## src/sst_pkg.sv

```systemverilog
/*
 * Package for the storage and source threshold register bank: register
 * offsets, field widths, reset codes and threshold scales in microvolts.
 * Assumes nothing of its surroundings.
 */
package sst_pkg;

    // ------------------------------------------------------------
    // Register offsets on the management port
    // ------------------------------------------------------------
    localparam logic [7:0] OVERDISCHARGE_OFS = 8'h05;
    localparam logic [7:0] CHARGE_READY_OFS = 8'h06;
    localparam logic [7:0] OVERCHARGE_OFS = 8'h07;
    localparam logic [7:0] BUCK_READY_OFS = 8'h0b;
    localparam logic [7:0] SOURCE_LOW_OFS = 8'h12;
    localparam logic [7:0] UNMAPPED_READ = 8'h00;

    // ------------------------------------------------------------
    // Field widths and reset codes
    // ------------------------------------------------------------
    localparam int SOURCE_LOW_W = 3;
    localparam int OVERDISCHARGE_W = 6;
    localparam int READY_W = 7;
    localparam logic [2:0] SOURCE_LOW_RST = 3'h0;
    localparam logic [2:0] SOURCE_LOW_FIRST_VALID = 3'h3;
    localparam logic [5:0] OVERDISCHARGE_RST = 6'h06;
    localparam logic [6:0] CHARGE_READY_RST = 7'h05;
    localparam logic [6:0] BUCK_READY_RST = 7'h05;
    localparam logic [6:0] OVERCHARGE_RST = 7'h3a;
    localparam logic [6:0] READY_MAX_CODE = 7'h63;

    // ------------------------------------------------------------
    // Voltage scales in microvolts, plus their bit width and the overcharge saturation code
    // ------------------------------------------------------------
    localparam int UV_W = 23;
    localparam int STEP_UV = 18750;
    localparam int OVERDISCHARGE_BASE_UV = 2400000;
    localparam int READY_BASE_UV = 2456000;
    localparam int OVERCHARGE_BASE_UV = 2700000;
    localparam logic [6:0] OVERCHARGE_SAT_CODE = 7'h66;
    localparam int OVERCHARGE_SAT_UV = 4594000;
    localparam int SOURCE_LOW_0_UV = 300000;
    localparam int SOURCE_LOW_1_UV = 360000;
    localparam int SOURCE_LOW_2_UV = 405000;
    localparam int SOURCE_LOW_3_UV = 510000;
    localparam int SOURCE_LOW_4_UV = 600000;

    // Regulation mode select values
    localparam logic MODE_CONST_VOLTAGE = 1'b0;
    localparam logic MODE_MAX_POWER = 1'b1;

endpackage

```

## src/sst_lin_map.sv

```systemverilog
/*
 * Linear code to threshold mapper: base plus code times step, with an
 * optional saturation from a given code upward.
 * Assumes a static or registered code at its input.
 */
`timescale 1ns/100ps
`default_nettype none

module sst_lin_map #(
    parameter int CODE_W = 7,
    parameter int BASE_UV = 2456000,
    parameter int STEP = 18750,
    parameter int SAT_CODE = 128,
    parameter int SAT_UV = 0
) (
    input wire logic [CODE_W-1:0] code_in,
    output logic [sst_pkg::UV_W-1:0] level_out
);

    logic [31:0] lin_uv;

    assign lin_uv = 32'(BASE_UV) + 32'(code_in) * 32'(STEP);
    // Codes at or beyond the knee all give the ceiling value
    assign level_out = (32'(code_in) >= 32'(SAT_CODE)) ?
        sst_pkg::UV_W'(SAT_UV) : lin_uv[sst_pkg::UV_W-1:0];

endmodule

`default_nettype wire

```

## src/sst_low_map.sv

```systemverilog
/*
 * Source-low code lookup: maps the 3-bit code to a threshold and flags
 * the reserved codes.
 * Assumes a registered code at its input.
 */
`timescale 1ns/100ps
`default_nettype none

module sst_low_map (
    input wire logic [2:0] code_in,
    output logic [sst_pkg::UV_W-1:0] level_out,
    output logic reserved_out
);

    always_comb begin
        reserved_out = 1'b0;
        unique case (code_in)
            3'h3: level_out = sst_pkg::UV_W'(sst_pkg::SOURCE_LOW_0_UV);
            3'h4: level_out = sst_pkg::UV_W'(sst_pkg::SOURCE_LOW_1_UV);
            3'h5: level_out = sst_pkg::UV_W'(sst_pkg::SOURCE_LOW_2_UV);
            3'h6: level_out = sst_pkg::UV_W'(sst_pkg::SOURCE_LOW_3_UV);
            3'h7: level_out = sst_pkg::UV_W'(sst_pkg::SOURCE_LOW_4_UV);
            default: begin
                // Reserved codes give no usable threshold
                level_out = '0;
                reserved_out = 1'b1;
            end
        endcase
    end

endmodule

`default_nettype wire

```

## src/sst_regs.sv

```systemverilog
/*
 * Threshold register bank and decision logic for the source-low and
 * storage-element protection limits.
 * Assumes register accesses already decoded from the serial management
 * bus into a byte-wide address/data port, and measured voltages given in
 * microvolts, synchronous to clk_in.
 */
// How it works
// - Sleep below source-low; available above it
// - Source-low code maps to five voltages
// - Below overdischarge, stop discharging storage
// - Overdischarge is 2.400 V plus code steps
// - Supply state once charge-ready is reached
// - Charge-ready is 2.456 V plus code steps
// - Buck allowed at buck-ready without charger
// - Buck-ready uses the charge-ready scale
// - Stop charging at overcharge voltage
// - Overcharge linear, saturates from code 0x66
// - Mode bit decides if source-low must be valid
`timescale 1ns/100ps
`default_nettype none

module sst_regs (
    input wire logic clk_in,
    input wire logic rst_b_in,
    input wire logic [7:0] reg_addr_in,
    input wire logic [7:0] reg_wdata_in,
    input wire logic reg_wr_in,
    input wire logic reg_rd_in,
    input wire logic regulation_mode_select_in,
    input wire logic charger_5v_used_in,
    input wire logic [sst_pkg::UV_W-1:0] source_input_uv_in,
    input wire logic [sst_pkg::UV_W-1:0] max_power_voltage_uv_in,
    input wire logic [sst_pkg::UV_W-1:0] storage_uv_in,
    output logic [7:0] reg_rdata_out,
    output logic sleep_out,
    output logic source_available_out,
    output logic supply_out,
    output logic buck_allowed_out,
    output logic discharge_stop_out,
    output logic charge_stop_out,
    output logic source_low_invalid_out
);

    // ------------------------------------------------------------
    // Reset release
    // ------------------------------------------------------------
    logic rst_meta_b;
    logic rst_b;

    always_ff @(posedge clk_in or negedge rst_b_in) begin
        if (!rst_b_in) begin
            rst_meta_b <= 1'b0;
            rst_b <= 1'b0;
        end else begin
            rst_meta_b <= 1'b1;
            rst_b <= rst_meta_b;
        end
    end

    // ------------------------------------------------------------
    // Configuration registers
    // ------------------------------------------------------------
    logic [2:0] source_low_code;
    logic [5:0] overdischarge_cfg;
    logic [6:0] charge_ready_cfg;
    logic [6:0] overcharge_cfg;
    logic [6:0] buck_ready_cfg;

    // Upper bits are never stored, so they cannot leak into a read
    always_ff @(posedge clk_in or negedge rst_b) begin
        if (!rst_b) begin
            source_low_code <= sst_pkg::SOURCE_LOW_RST;
            overdischarge_cfg <= sst_pkg::OVERDISCHARGE_RST;
            charge_ready_cfg <= sst_pkg::CHARGE_READY_RST;
            overcharge_cfg <= sst_pkg::OVERCHARGE_RST;
            buck_ready_cfg <= sst_pkg::BUCK_READY_RST;
        end else if (reg_wr_in) begin
            unique case (reg_addr_in)
                sst_pkg::SOURCE_LOW_OFS: source_low_code <= reg_wdata_in[2:0];
                sst_pkg::OVERDISCHARGE_OFS: overdischarge_cfg <= reg_wdata_in[5:0];
                sst_pkg::CHARGE_READY_OFS: charge_ready_cfg <= reg_wdata_in[6:0];
                sst_pkg::OVERCHARGE_OFS: overcharge_cfg <= reg_wdata_in[6:0];
                sst_pkg::BUCK_READY_OFS: buck_ready_cfg <= reg_wdata_in[6:0];
                default: ;
            endcase
        end
    end

    // ------------------------------------------------------------
    // Read port
    // ------------------------------------------------------------
    logic [7:0] next_rdata;

    always_comb begin
        unique case (reg_addr_in)
            sst_pkg::SOURCE_LOW_OFS: next_rdata = {5'h00, source_low_code};
            sst_pkg::OVERDISCHARGE_OFS: next_rdata = {2'h0, overdischarge_cfg};
            sst_pkg::CHARGE_READY_OFS: next_rdata = {1'b0, charge_ready_cfg};
            sst_pkg::OVERCHARGE_OFS: next_rdata = {1'b0, overcharge_cfg};
            sst_pkg::BUCK_READY_OFS: next_rdata = {1'b0, buck_ready_cfg};
            default: next_rdata = sst_pkg::UNMAPPED_READ;
        endcase
    end

    // Read data holds until the next read strobe
    always_ff @(posedge clk_in or negedge rst_b) begin
        if (!rst_b) begin
            reg_rdata_out <= 8'h00;
        end else if (reg_rd_in) begin
            reg_rdata_out <= next_rdata;
        end
    end

    // ------------------------------------------------------------
    // Code to threshold mapping
    // ------------------------------------------------------------
    logic [sst_pkg::UV_W-1:0] source_low_voltage;
    logic [sst_pkg::UV_W-1:0] overdischarge_voltage;
    logic [sst_pkg::UV_W-1:0] charge_ready_voltage;
    logic [sst_pkg::UV_W-1:0] buck_ready_voltage;
    logic [sst_pkg::UV_W-1:0] overcharge_voltage;
    logic source_low_reserved;

    sst_low_map u_low_map (
        .code_in(source_low_code),
        .level_out(source_low_voltage),
        .reserved_out(source_low_reserved)
    );

    sst_lin_map #(
        .CODE_W(sst_pkg::OVERDISCHARGE_W),
        .BASE_UV(sst_pkg::OVERDISCHARGE_BASE_UV),
        .STEP(sst_pkg::STEP_UV),
        .SAT_CODE(64),
        .SAT_UV(0)
    ) u_overdischarge_map (
        .code_in(overdischarge_cfg),
        .level_out(overdischarge_voltage)
    );

    sst_lin_map #(
        .CODE_W(sst_pkg::READY_W),
        .BASE_UV(sst_pkg::READY_BASE_UV),
        .STEP(sst_pkg::STEP_UV),
        .SAT_CODE(128),
        .SAT_UV(0)
    ) u_charge_ready_map (
        .code_in(charge_ready_cfg),
        .level_out(charge_ready_voltage)
    );

    sst_lin_map #(
        .CODE_W(sst_pkg::READY_W),
        .BASE_UV(sst_pkg::READY_BASE_UV),
        .STEP(sst_pkg::STEP_UV),
        .SAT_CODE(128),
        .SAT_UV(0)
    ) u_buck_ready_map (
        .code_in(buck_ready_cfg),
        .level_out(buck_ready_voltage)
    );

    sst_lin_map #(
        .CODE_W(sst_pkg::READY_W),
        .BASE_UV(sst_pkg::OVERCHARGE_BASE_UV),
        .STEP(sst_pkg::STEP_UV),
        .SAT_CODE(int'(sst_pkg::OVERCHARGE_SAT_CODE)),
        .SAT_UV(sst_pkg::OVERCHARGE_SAT_UV)
    ) u_overcharge_map (
        .code_in(overcharge_cfg),
        .level_out(overcharge_voltage)
    );

    // ------------------------------------------------------------
    // Registered decisions
    // ------------------------------------------------------------
    // A reserved source-low code is left inert in either mode, so the
    // default never forces sleep; max-power mode only flags it.
    logic low_active;
    assign low_active = !source_low_reserved;

    always_ff @(posedge clk_in or negedge rst_b) begin
        if (!rst_b) begin
            sleep_out <= 1'b0;
            source_available_out <= 1'b0;
            source_low_invalid_out <= 1'b0;
        end else begin
            sleep_out <= low_active && (source_input_uv_in < source_low_voltage);
            source_available_out <= max_power_voltage_uv_in >
                (low_active ? source_low_voltage : '0);
            source_low_invalid_out <= source_low_reserved &&
                (regulation_mode_select_in == sst_pkg::MODE_MAX_POWER);
        end
    end

    always_ff @(posedge clk_in or negedge rst_b) begin
        if (!rst_b) begin
            supply_out <= 1'b0;
            buck_allowed_out <= 1'b0;
            discharge_stop_out <= 1'b1;
            charge_stop_out <= 1'b0;
        end else begin
            supply_out <= storage_uv_in >= charge_ready_voltage;
            buck_allowed_out <= !charger_5v_used_in &&
                (storage_uv_in >= buck_ready_voltage);
            discharge_stop_out <= storage_uv_in < overdischarge_voltage;
            charge_stop_out <= storage_uv_in >= overcharge_voltage;
        end
    end
endmodule

`default_nettype wire

```

## config.mk

```make
export PLATFORM = sky130hd
export DESIGN_NAME = sst_regs
export DESIGN_NICKNAME = d
export VERILOG_FILES = /design/src/sst_pkg.sv /design/src/sst_lin_map.sv /design/src/sst_low_map.sv /design/src/sst_regs.sv
export SDC_FILE = /design/constraint.sdc
export NUM_CORES = 1
export LEC_CHECK = 0
export BUFFER_PORTS_ARGS = -buffer_cell sky130_fd_sc_hd__buf_2
export CAP_MARGIN = 15
export CORE_ASPECT_RATIO = 0.7
export CORE_UTILIZATION = 60
export CTS_BUF_LIST = sky130_fd_sc_hd__clkbuf_16
export DETAILED_ROUTE_END_ITERATION = 8
export GPL_TIMING_DRIVEN = 0
export PLACE_DENSITY_LB_ADDON = 0.08
export SYNTH_ARGS = -nofsm -noshare
export SYNTH_HDL_FRONTEND = slang
export SYNTH_SLANG_ARGS = --single-unit
```

## constraint.sdc

```tcl
create_clock -name clk_in -period 2.6 [get_ports clk_in]
set_clock_uncertainty 0.05 [all_clocks]
set_input_delay 0.13 -clock clk_in [delete_from_list [all_inputs] [get_ports clk_in]]
set_output_delay 0.13 -clock clk_in [all_outputs]
set_load 0.005 [all_outputs]
```

Word level (Yosys, flattened, before mapping)
Index checks and enable logic that the tools add are counted.

word-level totals
  bits in registers = 47
  latch bits = 0
  bits in writable memories = 0
  memory bits (read-only) = 0
  bits of input ports = 91
  output and inout port bits = 15
  word-level logic and storage cells = 55
  memories kept = 0

cells by class
  $add $sub $neg = 4
  multiply operators = 4
  div/mod/pow operators = 0
  $lt $le $gt $ge = 7
  equal/unequal tests = 10
  shift-type cells = 0
  multiplexer cells = 5
  bitwise operators = 0
  reduce and logical (&&, ||, !) cells = 10

operators with widths
  kind                    number
  $pmux 20 s5             1
  $add 22x22->23 const A  3
  $ge 23x23->1            3
  $mul 7x14->21 const B   3
  $lt 23x23->1            2
  $mux 23                 2
  $pmux 7 s5              1
  $eq 8x3->1 const B      3
  $add 22x21->23 const A  1
  $gt 23x23->1            1
  $mul 6x14->20 const B   1
  $eq 3x3->1 const B      4
  $reduce_and 2->1        5
  $eq 8x4->1 const B      1
  $eq 8x5->1 const B      1
  $ge 7x7->1 const B      1
  $reduce_or 5->1         1
  $eq 3x2->1 const B      1
  $logic_and 1x1->1       3
  $logic_not 1->1         1
  $mux 1                  1

Logic depth before layout (Yosys ltp)
  depth after elaboration = 4
  depth in mapped cells = 27
  mapped depth without buffers = 26

Modules after synthesis
A second synthesis with hierarchy kept.

second synthesis, totals
  cells, all modules = 1,647
  area, all modules = 14,267.4 um2

by module, submodules not included
  module                             instances  cells each  area each (um2)  sequential area each (um2)
  sst_regs                           1          599         5,418.9          1,164.9
  sst_lin_map (u_overcharge_map)     1          300         2,577.5          0.0
  sst_lin_map (u_charge_ready_map)   1          257         2,149.6          0.0
  sst_lin_map (u_buck_ready_map)     1          234         2,042.0          0.0
  sst_lin_map (u_overdischarge_map)  1          225         1,889.3          0.0
  sst_low_map                        1          32          190.2            0.0

Worst setup path before layout
OpenSTA, ideal clock, no wires.

  kind = register to register
  from = register overcharge_cfg[5]
  to = register charge_stop_out
  library setup time = 0.136 ns
  arrival = 5.762 ns
  data required time = 2.414 ns
  setup slack = -3.348 ns
  stages on the path, launching flop included = 23
  buffers on the path = 1
  period minus slack after synthesis = 5.948 ns
  cell sequence = dfstp_2 > fa_1 > inv_1 > fa_1 > fa_1 > inv_1 > ha_1 > ha_1 > buf_2 > and3_1 > a221oi_2 > a21oi_1 > xor2_1 > o211ai_1 > a311oi_1 > o21ai_1 > a21oi_1 > nand3b_1 > ha_1 > a21o_1 > a21o_1 > a221oi_1 > o21ai_0

between the ends
  longest elaborated chain between the ends = 4
  elaborated cells on any way between the ends = 5
  classes of those cells = add/sub (1); mul (1); order compare (2); mux (1)

ends and longest elaborated chain
  element                 line               source
  from (decl)             sst_regs.sv:67     logic [6:0] overcharge_cfg;
  from (signal assigned)  sst_regs.sv:76     overcharge_cfg <= sst_pkg::OVERCHARGE_RST;
  from (signal assigned)  sst_regs.sv:83     sst_pkg::OVERCHARGE_OFS: overcharge_cfg <= reg_wdata_in[6:0];
  $mul 7x14->21           sst_lin_map.sv:22  assign lin_uv = 32'(BASE_UV) + 32'(code_in) * 32'(STEP);
  $add 22x22->23          sst_lin_map.sv:22
  $mux 23 (*)             sst_lin_map.sv:24  assign level_out = (32'(code_in) >= 32'(SAT_CODE)) ?
  $ge 23x23->1 (*)        sst_regs.sv:208    charge_stop_out <= storage_uv_in >= overcharge_voltage;
  to (signal assigned)    sst_regs.sv:208
  to (decl)               sst_regs.sv:41     output logic charge_stop_out,

Mark *: on every way between the ends. The rest lies on a longest branch, timed or not.
A chain may end at the register's enable or synchronous reset.

Worst setup path in the final report
  from = register overcharge_cfg[4]
  to = register charge_stop_out

The elaborated chain is that of the path after synthesis.

==> run metrics <==
P&R area growth vs syn=24.8%; worst path bufs/invs=1; fraction of the mapped netlist area in compound gates=20.5%; min-delay worst type=in2reg; grt peak-use layer=met2; top achievable clock speed=0.172 GHz; final critical delay including setup and external delays=5830 ps; dominant combinational cell family by area after synthesis=adder cells; count of buffers inserted at the top-level ports=100; max incr delay on CP=about 570 ps; area after detailed placement=13300 sq um; XOR/XNOR share of the synthesized area=6.86%; dominant register cell in the synthesized netlist=dfrtp_1; mux contribution to synthesized area=2.28%; crit-path leading delay family=adder cells; Max transition margin=33.8%; GR met3 Demand/Resource=3.62%; number of placed instances, taps included=1783; TritonCTS clock tree=done; I/O Pins=about 110; number of vias per cell after detailed routing=6.07; post-synthesis area per instance=8.61 sq um; number of levels in the clock H-tree=2; number of global-route vias before repair=between 10000 and 15000; endpoints failing hold=0; root buffer cell=clkbuf_16; met1 demand-to-capacity share in global routing=45.9%; ant diodes=0; register area share after synthesis=9.60%; violations in the final reports=setup timing; buffer depth of the longest clock path=2; WP data arrival=about 6000 ps; count of nets after finishing=2073; core utilization of the finished layout=76.5%; Synthesis Warnings=0; layout cells sized above 1=28.5%; sequence of cells on the critical path=fa_2, fa_1, fa_1, fa_1, ha_4, and3_4, a221oi_4, a211oi_2, nor2b_2, xor2_4, buf_4, a311oi_4, o21ai_2, a21oi_2, mux2i_1, ha_1, a21o_1, a221oi_2, o21ai_1; row count=43; critical path fanouts, max=6; DRC=0; number of buffers inserted during clock tree synthesis=5; wirelength, routed=35000 microns; post-synthesis share of cell area spent on full adders, half adders and majority gates=a little over two fifths; max-cap violation count=0; share of flip-flops with an asynchronous set or reset=100%; Netlist Area Pre-Place=12100 sq um; Iter 0 DRT Violations=between 600 and 700; cell type with the highest aggregate area in the netlist=ha_1; GR Overflow Total=0; CTS clk-pin slew, worst paths=80 ps; maximum number of pins on one net before global-route repair=38; actual transition at the worst max-transition pin=985 ps; type of element capturing the critical path=register; Initial Util=61.3%; critical path start-end classification=reg2reg; Post-Layout Cell Count=1879; routed wirelength normalized by instance count=~19 microns; antenna-violating nets left=0; post-synthesis sequential element count=46; cells after synthesis=around 1400; CTS sink count=between 40 and 50; leading cell type by number of instances after synthesis=ha_1; total vias in the final route=11400; GRT Total Usage=32.9%; global-route wire length before repair=53700 microns; result of the run=finished, violations left; cell with the largest stage delay on the worst path=dfstp_2; Final WS setup=-3230 ps; top-area cell type share of the netlist area=roughly a third; die area=approximately 21000 sq um; top post-synthesis cells by count=321 x ha_1, 153 x inv_1, 87 x a21oi_1; required time worst endpoint=2720 ps; die width=172 microns; critical path startpoint category=register; most used cell, CP=fa_1; Max Transition Viols Final=0; # setup viols final=4; top cells by area in the synthesized netlist=ha_1 33%, fa_1 8.7%, dfrtp_1 7.2%; half-perimeter wire length of the detailed placement result=~26000 microns; count of flip-flops with a built-in enable after synthesis=0; number of antenna violations at the first check in global routing=0; RSZ-0062 raised after global routing=yes; area share of and/or/nand/nor cells after synthesis=between 10% and 20%; total core area=19800 sq um; number of filler instances in the final layout=1452; post-route standard cell area excluding fillers=15100 sq um; Detailed Routing Iterations Pass 1=7; final cycle utilization of the critical path=224%; setup slack on the worst flop-to-flop path=-3230 ps; global placement routability congestion=0.870; count of distinct cell types in the synthesized netlist=~80; Die Y=121 microns; Worst-Skew Late Latency=300 ps; met2 Track Usage GR=54.6%
## per-layer routing
layer / wire [microns] / share of wire (%) / vias to the layer above
li1: - / - / 5519
met1: 16000 / 46 / 5534
met2: 16300 / 47 / 296
met3: 1800 / 5.1 / 57
met4: 859 / 2.5 / 0
met5: 0 / 0 / -
## final timing paths
path / start / endpoint / cells past startpoint
max in group asynchronous: rst_b / charge_ready_cfg[2] / 1
worst max register to register: overcharge_cfg[4] / charge_stop_out / 19
worst min-delay path: charger_5v_used_in / buck_allowed_out / 3
min in group asynchronous: rst_b / buck_ready_cfg[5] / 0
worst max-delay path: overcharge_cfg[4] / charge_stop_out / 19
worst min register to register: rst_b / buck_ready_cfg[5] / 0
## cells by family after synthesis
family,Yosys count
AOI/OAI and AO/OA,375
adders and majority gates,374
and+or+nand+nor,313
buffers and inverters,179
xor gates and xnor gates,95
DFF,46
muxes,26
other,2
## sequential cells by signal (all words and copies together), names as in the netlist
name	cells
overcharge_cfg	7
charge_ready_cfg	7
buck_allowed_out	1
source_low_invalid_out	1
buck_ready_cfg	7
discharge_stop_out	1
supply_out	1
overdischarge_cfg	6
rst_meta_b	1
rst_b	1
source_low_code	3
sleep_out	1
charge_stop_out	1
reg_rdata_out	7
source_available_out	1
## repair_timing
| action | 4_1_cts | 5_1_grt |
|---|---|---|
| endpoints found under the hold margin | 3 | 0 |
| setup buffers | 68 | 21 |
| hold buffers | 2 | 0 |
| endpoints found under the setup margin | 6 | 6 |
| gates resized for setup | 118 | 107 |
| pin swaps | 72 | 70 |
## stage by stage
stage          TNS, ps  hold WS, ps  worst slack [ps]
2_1_floorplan   -11160         -216             -2940
5_1_grt         -13320         63.1             -3390
6_report        -12390         54.4             -3230
4_1_cts         -12290         55.7             -3150
3_5_place_dp    -14500         -132             -3560
3_3_place_gp    -14140         -135             -3540
## cells in the final DEF, fill, tap and decap left out, types with 20 or more instances in the layout
cell type,n
ha_1,295
inv_1,133
buf_2,100
buf_4,86
nor2_1,70
nand2_1,66
a21oi_1,61
o21ai_0,59
a21o_1,49
xnor2_1,43
fa_1,41
xor2_1,31
o21a_1,29
a21oi_2,23
inv_2,20
nand4_1,20
ha_4,20
## cell type report
| type | instances | area, sq um | area share, % |
|---|---|---|---|
| multi-input combinational | 1187 | 11500 | 76.1 |
| clock inverter | 3 | 41.3 | 0.273 |
| sequential | 46 | 1190 | 7.84 |
| inverter | 153 | 578 | 3.82 |
| timing repair buffer | 192 | 1220 | 8.08 |
| clock buffer | 5 | 125 | 0.826 |
| tap | 270 | 338 | 2.23 |
| buffer | 23 | 128 | 0.843 |
## worst min-delay path: cells and delay by family
kind	cells	cell delay, ps
AO/OA/AOI/OAI	2	160
buffers and inverters	1	80
Power is not shown: default switching activity piles up to over one toggle a cycle in this logic, so the estimate is an artifact.
